--- config.mk ---
export PLATFORM = sky130hd
export DESIGN_NAME = gpq_top
export DESIGN_NICKNAME = d
export VERILOG_FILES = /design/src/pkg/gpq_pkg.sv /design/src/verilog/gpq_qual.sv /design/src/verilog/gpq_top.sv
export VERILOG_INCLUDE_DIRS = /design/src /design/src/pkg
export SDC_FILE = /design/constraint.sdc
export NUM_CORES = 2
export LEC_CHECK = 0
export BUFFER_PORTS_ARGS = -buffer_cell sky130_fd_sc_hd__buf_4
export CORE_AREA = 2 2 721 723
export DETAILED_ROUTE_END_ITERATION = 16
export DIE_AREA = 0 0 723 725
export PLACE_DENSITY_LB_ADDON = 0.1
export SYNTH_ARGS = -nofsm -noshare
export SYNTH_HDL_FRONTEND = slang
export SYNTH_SLANG_ARGS = --single-unit
--- constraint.sdc ---
create_clock -name i_clk -period 4.57 [get_ports i_clk]
set_input_delay 0.6855 -clock i_clk [delete_from_list [all_inputs] [get_ports i_clk]]
set_output_delay 0.6855 -clock i_clk [all_outputs]
set_load 0.1 [all_outputs]
--- src/pkg/gpq_regs.svh ---
// gpq constants: widths, reset values, field positions of the pin block
// assumes inclusion by the package and the design files, by bare name
`ifndef GPQ_REGS_SVH
`define GPQ_REGS_SVH

`define GPQ_NUM_PINS    88
`define GPQ_QUAL_PINS   64
`define GPQ_PORT_W      32
`define GPQ_NUM_PORTS   3
`define GPQ_GRP_SIZE    8
`define GPQ_PER_W       8
`define GPQ_SYNC_DEPTH  3
`define GPQ_WIN_LONG    3'h6
`define GPQ_WIN_SHORT   3'h3
`define GPQ_CNT_MAX     3'h6
`define GPQ_PORTC_MASK  32'h00FFFFFF
`define GPQ_LATCH_RST   32'h00000000
`define GPQ_GATE_AB_RST 32'h00000000
`define GPQ_GC_TMR_LSB  8
`define GPQ_GC_XMEM     12
`define GPQ_GC_GPIN     13
`define GPQ_GATE_C_RST  32'h00002700

`endif

--- src/pkg/gpq_pkg.sv ---
// gpq types shared by the pin block modules
// assumes gpq_regs.svh on the include path
`include "gpq_regs.svh"

package gpq_pkg;

  // input qualification choice per pin; the zero code is plain synchronisation
  typedef enum logic [1:0] {
    QM_SYNC,
    QM_WIN,
    QM_ASYNC
  } gpq_qmode_t;

  // which register a write strobe lands in
  typedef enum logic [2:0] {
    TG_DAT,
    TG_SET,
    TG_CLR,
    TG_GATE_A,
    TG_GATE_B,
    TG_GATE_R,
    TG_GATE_C
  } gpq_tgt_t;

  // one processor write: target, port, 16-bit lanes and data
  typedef struct packed {
    logic        en;
    gpq_tgt_t    tgt;
    logic [1:0]  port;
    logic [1:0]  lanes;
    logic [31:0] data;
  } gpq_wr_t;

endpackage : gpq_pkg

--- src/verilog/gpq_qual.sv ---
// gpq_qual: synchroniser plus sample-window qualifier for one pin
// assumes i_smp is a one-cycle enable from the group's period divider
`timescale 1ns/1ps
`default_nettype none
`include "gpq_regs.svh"

module gpq_qual
  import gpq_pkg::*;
(
  input  wire logic       i_clk,
  input  wire logic       i_sys_rst,
  input  wire logic       i_run,
  input  wire logic       i_smp,
  input  wire logic       i_win6,
  input  wire gpq_qmode_t i_mode,
  input  wire logic       i_raw,
  output logic            o_sync,
  output logic            o_qual
);

  logic       meta_ff, sync_ff, last_ff, qual_ff;
  logic       nxt_meta, nxt_sync, nxt_last, nxt_qual;
  logic [2:0] cnt_ff, nxt_cnt, need;
  logic       win_hit;

  always_comb
  begin
    nxt_meta = meta_ff;
    nxt_sync = sync_ff;
    nxt_last = last_ff;
    nxt_cnt  = cnt_ff;
    nxt_qual = qual_ff;
    need     = i_win6 ? `GPQ_WIN_LONG : `GPQ_WIN_SHORT;
    win_hit  = 1'b0;
    // a stopped input clock freezes all sampling
    if (i_run)
    begin
      // two flops before anyone looks at the pin
      nxt_meta = i_raw;
      nxt_sync = meta_ff;
      if (i_smp)
      begin
        nxt_last = sync_ff;
        if (sync_ff != last_ff)
          nxt_cnt = 3'h1;
        else if (cnt_ff != `GPQ_CNT_MAX)
          nxt_cnt = cnt_ff + 3'h1;
      end
      // accept only after enough equal samples
      win_hit = i_smp && (nxt_cnt >= need);
      // code zero, the reset default, is sync-only
      if (i_mode == QM_SYNC)
        nxt_qual = sync_ff;
      else if (i_mode == QM_WIN && win_hit)
        nxt_qual = sync_ff;
    end
  end

  always_ff @(posedge i_clk)
  begin
    if (i_sys_rst)
    begin
      meta_ff <= 1'b0;
      sync_ff <= 1'b0;
      last_ff <= 1'b0;
      cnt_ff  <= 3'h0;
      qual_ff <= 1'b0;
    end
    else
    begin
      meta_ff <= nxt_meta;
      sync_ff <= nxt_sync;
      last_ff <= nxt_last;
      cnt_ff  <= nxt_cnt;
      qual_ff <= nxt_qual;
    end
  end

  assign o_sync = sync_ff;
  // raw path is only meant for peripheral inputs
  assign o_qual = (i_mode == QM_ASYNC) ? i_raw : qual_ff;
endmodule : gpq_qual

`default_nettype wire

--- src/verilog/gpq_top.sv ---
// gpq_top: 88-pin port block with muxing, qualification, wake select, clock gates
// assumes pads outside resolve out/oe/pull-up; config words come from software ports
`timescale 1ns/1ps
`default_nettype none
`include "gpq_regs.svh"

// Functional notes
// - pins 0-31 form port A, 32-63 port B, 64-87 port C.
// - data, set and clear writes accept 16-bit or 32-bit lanes.
// - each pin picks software I/O or one of three peripheral signals.
// - each port has two mux words holding all its pin selects.
// - pins 0-63 get selectable qualification; pins 64-87 only synchronise.
// - after reset qualifiable pins default to sync-only mode.
// - window mode accepts a change after enough equal consecutive samples.
// - window length is six or three samples, chosen per pin.
// - one sampling period setting is shared by each eight-pin group.
// - each pin has a software-controlled pull-up.
// - data reads return the sensed pin level, not the latch.
// - readback lags a data write by the input path delay.
// - set and clear writes change selected latch bits in one cycle.
// - any of pins 0-31 may be chosen as a low-power wake source.
// - several wake sources may be enabled together.
// - gate C covers timers, memory interface, pin inputs; resets timers/inputs on.
// - stopping the pin input clock halts all input sampling.
// - gates live in registers a, b and c; the reserved one does nothing.
module gpq_top
  import gpq_pkg::*;
#(
  parameter int NUM_PINS  = `GPQ_NUM_PINS,
  parameter int QUAL_PINS = `GPQ_QUAL_PINS
)
(
  input  wire logic                       i_clk,
  input  wire logic                       i_sys_rst,
  input  wire logic [NUM_PINS-1:0]        i_pin_in,
  output logic      [NUM_PINS-1:0]        o_pin_out,
  output logic      [NUM_PINS-1:0]        o_pin_oe,
  output logic      [NUM_PINS-1:0]        o_pin_pu,
  input  wire logic [NUM_PINS-1:0]        i_pullup_en,
  input  wire logic [NUM_PINS-1:0]        i_dir,
  input  wire logic [2*96-1:0]            i_mux_sel,
  input  wire logic [3*NUM_PINS-1:0]      i_per_out,
  input  wire logic [3*NUM_PINS-1:0]      i_per_oe,
  output logic      [NUM_PINS-1:0]        o_per_in,
  input  wire logic [2*QUAL_PINS-1:0]     i_qual_mode,
  input  wire logic [QUAL_PINS-1:0]       i_win6,
  input  wire logic [QUAL_PINS-1:0]       i_qual_period,
  input  wire gpq_wr_t                    i_wr,
  output logic      [3*`GPQ_PORT_W-1:0]   o_pin_data,
  input  wire logic [31:0]                i_wake_sel,
  output logic                            o_wake,
  output logic      [31:0]                o_gate_a,
  output logic      [31:0]                o_gate_b,
  output logic      [2:0]                 o_timer_clk_en,
  output logic                            o_xmem_clk_en,
  output logic                            o_gpio_in_clk_en
);

  localparam int NGRP = QUAL_PINS / `GPQ_GRP_SIZE;

  // three 32-bit ports, port C tops out at pin 87
  logic [3*`GPQ_PORT_W-1:0] lat_ff, nxt_lat;
  logic [3*`GPQ_PORT_W-1:0] data_ff, nxt_data;
  logic [31:0]              gate_a_ff, gate_b_ff, gate_c_ff;
  logic [31:0]              nxt_gate_a, nxt_gate_b, nxt_gate_c;
  logic [NUM_PINS-1:0]      pout_ff, poe_ff, ppu_ff;
  logic [NUM_PINS-1:0]      nxt_pout, nxt_poe;
  logic                     wake_ff, nxt_wake;
  logic [NUM_PINS-1:0]      sync_v, qual_v;
  logic [NGRP-1:0]          grp_smp;
  logic                     run;
  logic [31:0]              wmask, wbits, word, cur_word;
  logic [6:0]               base;

  assign run = gate_c_ff[`GPQ_GC_GPIN];

  // one period divider per eight-pin group
  generate
    for (genvar g = 0; g < NGRP; g++)
    begin : g_grp
      logic [`GPQ_PER_W-1:0] div_ff, nxt_div;
      always_comb
      begin
        nxt_div = div_ff;
        if (run)
          nxt_div = (div_ff == '0) ? i_qual_period[g*`GPQ_PER_W +: `GPQ_PER_W]
                                   : div_ff - 1'b1;
      end
      always_ff @(posedge i_clk)
      begin
        if (i_sys_rst)
          div_ff <= '0;
        else
          div_ff <= nxt_div;
      end
      assign grp_smp[g] = run && (div_ff == '0);
    end
  endgenerate

  generate
    for (genvar i = 0; i < NUM_PINS; i++)
    begin : g_pin
      logic [1:0] sel;
      logic [2:0] po, pe;
      gpq_qmode_t mode;
      logic       w6, smp;
      // upper port has no qualifier, plain sync only
      if (i < QUAL_PINS)
      begin : g_q
        assign mode = gpq_qmode_t'(i_qual_mode[2*i +: 2]);
        assign w6   = i_win6[i];
        assign smp  = grp_smp[i / `GPQ_GRP_SIZE];
      end
      else
      begin : g_nq
        assign mode = QM_SYNC;
        assign w6   = 1'b0;
        assign smp  = 1'b0;
      end
      gpq_qual u_qual (
        .i_clk     (i_clk),
        .i_sys_rst (i_sys_rst),
        .i_run     (run),
        .i_smp     (smp),
        .i_win6    (w6),
        .i_mode    (mode),
        .i_raw     (i_pin_in[i]),
        .o_sync    (sync_v[i]),
        .o_qual    (qual_v[i])
      );
      // two mux words per port, two bits per pin
      assign sel = i_mux_sel[2*i +: 2];
      assign po  = i_per_out[3*i +: 3];
      assign pe  = i_per_oe[3*i +: 3];
      // select 0 is software I/O, 1..3 the peripherals
      assign nxt_pout[i] = (sel == 2'h0) ? lat_ff[i] : po[sel - 2'h1];
      assign nxt_poe[i]  = (sel == 2'h0) ? i_dir[i]  : pe[sel - 2'h1];
    end
  endgenerate

  // each 16-bit lane enables its half of the word
  assign wmask = {{16{i_wr.lanes[1]}}, {16{i_wr.lanes[0]}}};
  assign wbits = wmask & i_wr.data;
  assign base  = {i_wr.port, 5'h00};

  always_comb
  begin
    nxt_lat    = lat_ff;
    nxt_gate_a = gate_a_ff;
    nxt_gate_b = gate_b_ff;
    nxt_gate_c = gate_c_ff;
    cur_word   = lat_ff[base +: 32];
    word       = cur_word;
    if (i_wr.en && i_wr.port != 2'h3)
    begin
      case (i_wr.tgt)
        TG_DAT:    word = (cur_word & ~wmask) | wbits;
        // set and clear act in the write cycle, no read needed
        TG_SET:    word = cur_word | wbits;
        TG_CLR:    word = cur_word & ~wbits;
        TG_GATE_A: nxt_gate_a = (gate_a_ff & ~wmask) | wbits;
        TG_GATE_B: nxt_gate_b = (gate_b_ff & ~wmask) | wbits;
        // timers, memory interface, pin input clock
        TG_GATE_C: nxt_gate_c = (gate_c_ff & ~wmask) | wbits;
        TG_GATE_R: word = cur_word;
        default:   word = cur_word;
      endcase
      nxt_lat[base +: 32] = word;
    end
    nxt_lat[64 +: 32] = nxt_lat[64 +: 32] & `GPQ_PORTC_MASK;
  end

  // readback is the synchronised pin, never the latch
  always_comb
  begin
    nxt_data = '0;
    nxt_data[NUM_PINS-1:0] = sync_v;
  end

  // any pin 0-31; several may be enabled at once
  assign nxt_wake = |(qual_v[31:0] & i_wake_sel);

  always_ff @(posedge i_clk)
  begin
    if (i_sys_rst)
    begin
      lat_ff    <= {3{`GPQ_LATCH_RST}};
      data_ff   <= '0;
      gate_a_ff <= `GPQ_GATE_AB_RST;
      gate_b_ff <= `GPQ_GATE_AB_RST;
      // timers and input logic on, memory interface off
      gate_c_ff <= `GPQ_GATE_C_RST;
      pout_ff   <= '0;
      poe_ff    <= '0;
      ppu_ff    <= '0;
      wake_ff   <= 1'b0;
    end
    else
    begin
      lat_ff    <= nxt_lat;
      data_ff   <= nxt_data;
      gate_a_ff <= nxt_gate_a;
      gate_b_ff <= nxt_gate_b;
      gate_c_ff <= nxt_gate_c;
      pout_ff   <= nxt_pout;
      poe_ff    <= nxt_poe;
      ppu_ff    <= i_pullup_en;
      wake_ff   <= nxt_wake;
    end
  end

  assign o_pin_out        = pout_ff;
  assign o_pin_oe         = poe_ff;
  assign o_pin_pu         = ppu_ff;
  // async-mode pins reach peripherals without any flop
  assign o_per_in         = qual_v;
  // three cycles from pin to readback, so quick rmw may see old level
  assign o_pin_data       = data_ff;
  assign o_wake           = wake_ff;
  assign o_gate_a         = gate_a_ff;
  assign o_gate_b         = gate_b_ff;
  assign o_timer_clk_en   = gate_c_ff[`GPQ_GC_TMR_LSB +: 3];
  // writes to the memory interface need this high first
  assign o_xmem_clk_en    = gate_c_ff[`GPQ_GC_XMEM];
  assign o_gpio_in_clk_en = run;

  // checks on the port behaviour
  logic [15:0] lat_a_hi;
  logic        dir0;
  logic        per0_out, per0_oe;
  assign lat_a_hi = lat_ff[31:16];
  assign dir0     = i_dir[0];
  // peripheral bit that pin 0 picks when its select is non-zero
  assign per0_out = i_per_out[i_mux_sel[1:0] - 2'h1];
  assign per0_oe  = i_per_oe[i_mux_sel[1:0] - 2'h1];
endmodule : gpq_top

`default_nettype wire

Word level (Yosys, flattened, before mapping)
Index checks and enable logic that the tools add are counted.
W data, S select, Z words.
Storage, ports and cells
  output and inout bits: 518
  register bits: 1137
  logic and storage cells: 2492
Operators by class
  bitwise operators: 14
  reduce and logical (&&, ||, !) cells: 438
  magnitude comparators: 152
  $add $sub $neg: 161
  shift-type cells: 3
  eq/ne operators: 262
  mux-type cells: 1051
Operator list (number)
  $mux W3: 320
  $mux W1: 544
  $bmux W1 S2: 176
  $logic_not A2 Y1: 152
  $lt A2 B3 Y1 const B: 88
  $and A32 B32 Y32: 7
  $add A3 B1 Y3 const B: 64
  $ge A3 B3 Y1: 64
  $ne A3 B3 Y1 const B: 64
  $sub A2 B1 Y2 const B: 88
  $or A32 B32 Y32: 5
  $reduce_and A2 Y1: 75
  $logic_and A1 B1 Y1: 137
  $eq A2 B1 Y1 const B: 64
  $eq A2 B2 Y1 const B: 64
  $reduce_bool A2 Y1: 64
  $bwmux W96: 1
  $pmux W32 S3: 1
  $shift A32 B9 Y96 const A: 1
  $shiftx A32 B9 Y96: 1
  $shiftx A96 B8 Y32: 1
  $logic_not A8 Y1: 8
  $mux W8: 8
  $ne A1 B1 Y1: 64
  10 further kinds: 20

Depth between registers and ports, before layout
  depth after elaboration: 10
  mapped depth: 15
  depth with buffers taken out: 13

Hierarchy
Synthesis repeated with hierarchy kept, for this count alone.
Second synthesis, totals
  cells, all modules: 7490
  area total of the unflattened synthesis: 68398.1 sq um
Modules (own cells, without submodules)
  gpq_qual: seq. area each 140.1 sq um, area each 473.0 sq um, cells each 52, instances 88
  gpq_top: seq. area each 11491.0 sq um, area each 26778.2 sq um, cells each 2914, instances 1

Worst setup path before layout
OpenSTA, ideal clock, no wires.
  kind: reg-to-reg
  from: register with a tool-made name
  to: register g_pin[23].u_qual.qual_ff
  path slack: 0.730 ns
  path buffers: 3
  period minus slack after synthesis: 3.840 ns
  cell stages (with the launch flop): 13
  data required time: 4.442 ns
  data arrival time: 3.712 ns
  setup time: 0.128 ns
  cell sequence: dfxtp_1 > buf_2 > nor2b_1 > nand3_1 > clkbuf_1 > clkbuf_1 > a21o_1 > ha_1 > nor2b_1 > or4b_2 > a221oi_1 > mux2i_1 > nor2_1
RTL lines
  end signal, assigned: RTL line gpq_qual.sv:75  | qual_ff <= nxt_qual;
  end, declared: RTL line gpq_qual.sv:21  | logic meta_ff, sync_ff, last_ff, qual_ff;

Worst setup path after layout
  from: register g_grp[7].div_ff[0]
  to: register g_pin[61].u_qual.qual_ff
On the way
  word-level cells in the longest chain between the ends: 9
RTL lines
  start, declared: RTL line gpq_top.sv:81  | logic [`GPQ_PER_W-1:0] div_ff, nxt_div;
  start signal, assigned: RTL line gpq_top.sv:94  | div_ff <= nxt_div;
  $logic_not A8 Y1 *: RTL line gpq_top.sv:96  | assign grp_smp[g] = run && (div_ff == '0);
  $logic_and A1 B1 Y1 *: RTL line gpq_top.sv:96
  $mux W3: RTL line gpq_qual.sv:41  | if (i_smp)
  $mux W3: RTL line gpq_qual.sv:36  | if (i_run)
  $ge A3 B3 Y1: RTL line gpq_qual.sv:50  | win_hit = i_smp && (nxt_cnt >= need);
  $logic_and A1 B1 Y1 *: RTL line gpq_qual.sv:50
  $logic_and A1 B1 Y1 *: RTL line gpq_qual.sv:54  | else if (i_mode == QM_WIN && win_hit)
  $reduce_bool A2 Y1 (no line) *
  $reduce_and A2 Y1 (no line) *
  end signal, assigned: RTL line gpq_qual.sv:75
  end, declared: RTL line gpq_qual.sv:21
Every way passes the cells marked *; elsewhere a longest branch is shown, timed or not. The select of a mux whose other input is x is not followed.
A chain may end at the register's enable or synchronous reset.

==> results.cfg <==
[outcome]
status = complete, but fails checks
violations = capacitance limit, slew limit

[critical_path]
reg2reg_from = g_grp[7].div_ff[0]
crit_type = flip-flop to flip-flop
r2r_slack_ps = 910
cp-start-kind = flip-flop
worst_ep_required_time_ps = 5330
crit_start = g_grp[7].div_ff[0]
endpoint_kind = flip-flop
crit_fanout = 20
critical_path_arrival_ps = 4420

[die]
rows = 264
die_x_um = 723
ioPinCount = 1832
coreArea_sq_um = 516000
die_area_sq_um = 524000
dieHeight_um = 725
initial_core_util_pct = 10.9

[layout]
fin_nets = 10200
nFillCells = 58500
layout-drive-gt1-share_pct = 29.4
syn2layout_area_growth_pct = 51.6

[logic_synthesis]
yosys.area.top_type = dfxtp_1
muxShareOfSynthArea_pct = 11.1
synth-compound-area-share_pct = 14.9
avgSynthCellArea_sq_um = 8.50
ys_types = 67
synthTopCellsByCount = dfxtp_1 (1094), nor2_1 (775), a21oi_1 (633), nand2_1 (535), inv_1 (428)
synth_edf_count = 0
synthXorXnorAreaFrac_pct = 1.65
synth_top_family_by_area = simple AND/OR/NAND/NOR gates
yosys.area_share.simple_pct = 19.1
synth_top_flop_cell = dfxtp_1
synthesis.area_sq_um = 56100
synth_top_area_share_pct = 39.0
async_flop_share_pct = 0
seq_area_frac_synth_pct = 39.0
yosys.area_share.adder_pct = 8.14
syn_inst = 6603
ys_warn_count = 0
netlist_top_cells_area = dfxtp_1 (39%), ha_1 (8.1%), mux2_2 (6.1%), a21oi_1 (5.6%), nor2_1 (5.2%)
synth.ff_latch_count = 1094
synth_most_common_cell = dfxtp_1

[sta]
finalSetupViolCount = 0
hold_viol_final = 0
fin_crit_sh_pct = 80.1
fin_crit_ps = 3660
tns_ps = 0
grt_setup_unrepaired = false
worst_pin_slew_ps = 1540
final_max_slew_viol_count = 12
finalClockSkew_ps = 71.9
max_slew_margin_pct = -2.79
fmax_ghz = 0.273

[routing]
drt_iter0_drc = 2713
antenna_left = 0
drt_first_pass_iters = 5
routed_via_density = 3.58
wl_per_cell_um = 27.1
routed_wl_um = 423000
vias = 56000
drc = 0

[global_route]
grt_max_degree = 138
grt_usage_pct = 15.4
grt_pass1_vias = 56700
grt_pass1_wl_um = 546000
antenna_found_initial = 187
overflow = 0

[clock_network]
htree_levels = 4
clk_path_buf_depth = 4
hold_buffers = 177
insertion_delay_ps = 880
cts_resized = 0
cts-root-buf = clkbuf_16
clkTransAtPathRegs_ps = 60
cts_tree = done
numClockSinks = 1094
postCtsSetupRepairBufs = 0
cts-buffers-inserted = 168

[flow_run]
max_cap_violations = 2

[pwr]
p_leak_nw = 36.7
ir_drop_mv = 0.287
p_per_area_nw_per_um2 = 438
p_total_mw = 37.3

[placed_design]
port_buffers = 1807
place.gp.congestion = 0.949
hpwl_um = 360000

[hold_path]
hold_class = primary input to flip-flop
hold_path.startpoint = i_pullup_en[23]
## cell families (layout without fill, tap and decap cells)
kind of cell / after synthesis / count (layout)
xor gates and xnor gates: 106 / 106
and+or+nand+nor: 2254 / 2254
adders and majority gates: 365 / 365
DFF: 1094 / 1094
muxes: 582 / 582
buffers and inverters: 804 / 2813
other: 1 / 101
AOI/OAI and AO/OA: 1397 / 1397
## where the power goes
group | switching, mW | total, mW | internal [mW]
combinational | 8.04 | 12.6 | 4.60
clock | 5.53 | 13.3 | 7.77
sequential | 0.879 | 11.4 | 10.5
## placed cells by master (no fill, tap or decap), drive strengths merged, types with 59 or more instances in the layout
| master | Yosys | final |
|---|---|---|
| clkbuf | 216 | 242 |
| a22oi | 153 | 153 |
| nand3 | 214 | 214 |
| nor3 | 101 | 101 |
| dlygate4sd3 | 0 | 177 |
| dfxtp | 1094 | 1094 |
| nand2b | 96 | 96 |
| nand3b | 79 | 79 |
| nand2 | 535 | 535 |
| ha | 365 | 365 |
| mux2i | 274 | 274 |
| mux2 | 308 | 308 |
| a31oi | 121 | 121 |
| buf | 158 | 1915 |
| diode | 0 | 93 |
| a21oi | 633 | 633 |
| nor2b | 296 | 296 |
| inv | 429 | 439 |
| nor2 | 775 | 775 |
| o21ai | 259 | 259 |
| xnor2 | 59 | 59 |
## registers in the layout (all words and copies together), names as in the netlist, named ones only
| signal | cells |
|---|---|
| g_grp.div_ff | 64 |
| g_pin.u_qual.cnt_ff | 192 |
| g_pin.u_qual.last_ff | 64 |
| g_pin.u_qual.meta_ff | 88 |
| g_pin.u_qual.o_sync | 88 |
| g_pin.u_qual.qual_ff | 88 |
| lat_ff | 88 |
| o_pin_data | 88 |
| o_pin_oe | 88 |
| o_pin_out | 88 |
| o_pin_pu | 88 |
| o_wake | 1 |
## metal layers
layer  vias up  global-route usage, %  wire length, um
li1      26800                      -                -
met2      1642                   28.2           214000
met5         -                      0              557
met1     26900                   16.9           163000
met3       547                   4.51            29600
met4        82                   5.02            16300
## path summary, 6_finish.rpt
kind                                    to  cells after the start
setup reg to reg  g_pin[61].u_qual.qual_ff                     13
hold / removal                o_pin_pu[23]                      2
setup / recovery  g_pin[61].u_qual.qual_ff                     13
hold reg to reg                  flip-flop                      2
## critical path: stages (launching register included)
cell and delay [ps]:
dfxtp_1 330, inv_1 80, ha_1 160, or3b_2 490, nor3_4 260, buf_12 210
nand4_1 100, o21ai_0 160, ha_1 290, nand2b_1 130, and4b_1 190, o21ai_0 570
a211o_1 230, mux2_2 320
## final cells by class
type                    count  area, sq um  share of cell area, %
clock buffers             242         4850                   5.70
diodes                     93          233                  0.274
clock inverters            49          552                  0.649
inverters                 430         1620                   1.90
flip-flops and latches   1094        21900                   25.7
repair buffers           2092        16300                   19.1
multi-input cells        4712        31000                   36.4
well taps                6916         8650                   10.2
## per-stage QoR
stage               area [sq um]  instances  hold slack, ps  util [%]  setup WS, ps
global placement           77700      15100             446      15.1           872
CTS                        84900      15500            1.00      16.4           774
global route               85000      15600            31.1      16.5           577
floorplan                  56100       6610             442         -           730
detailed placement         77700      15100             449      15.1           851
finish                     85100      15600             100      16.5           910
(Power assumes the default switching activity.)
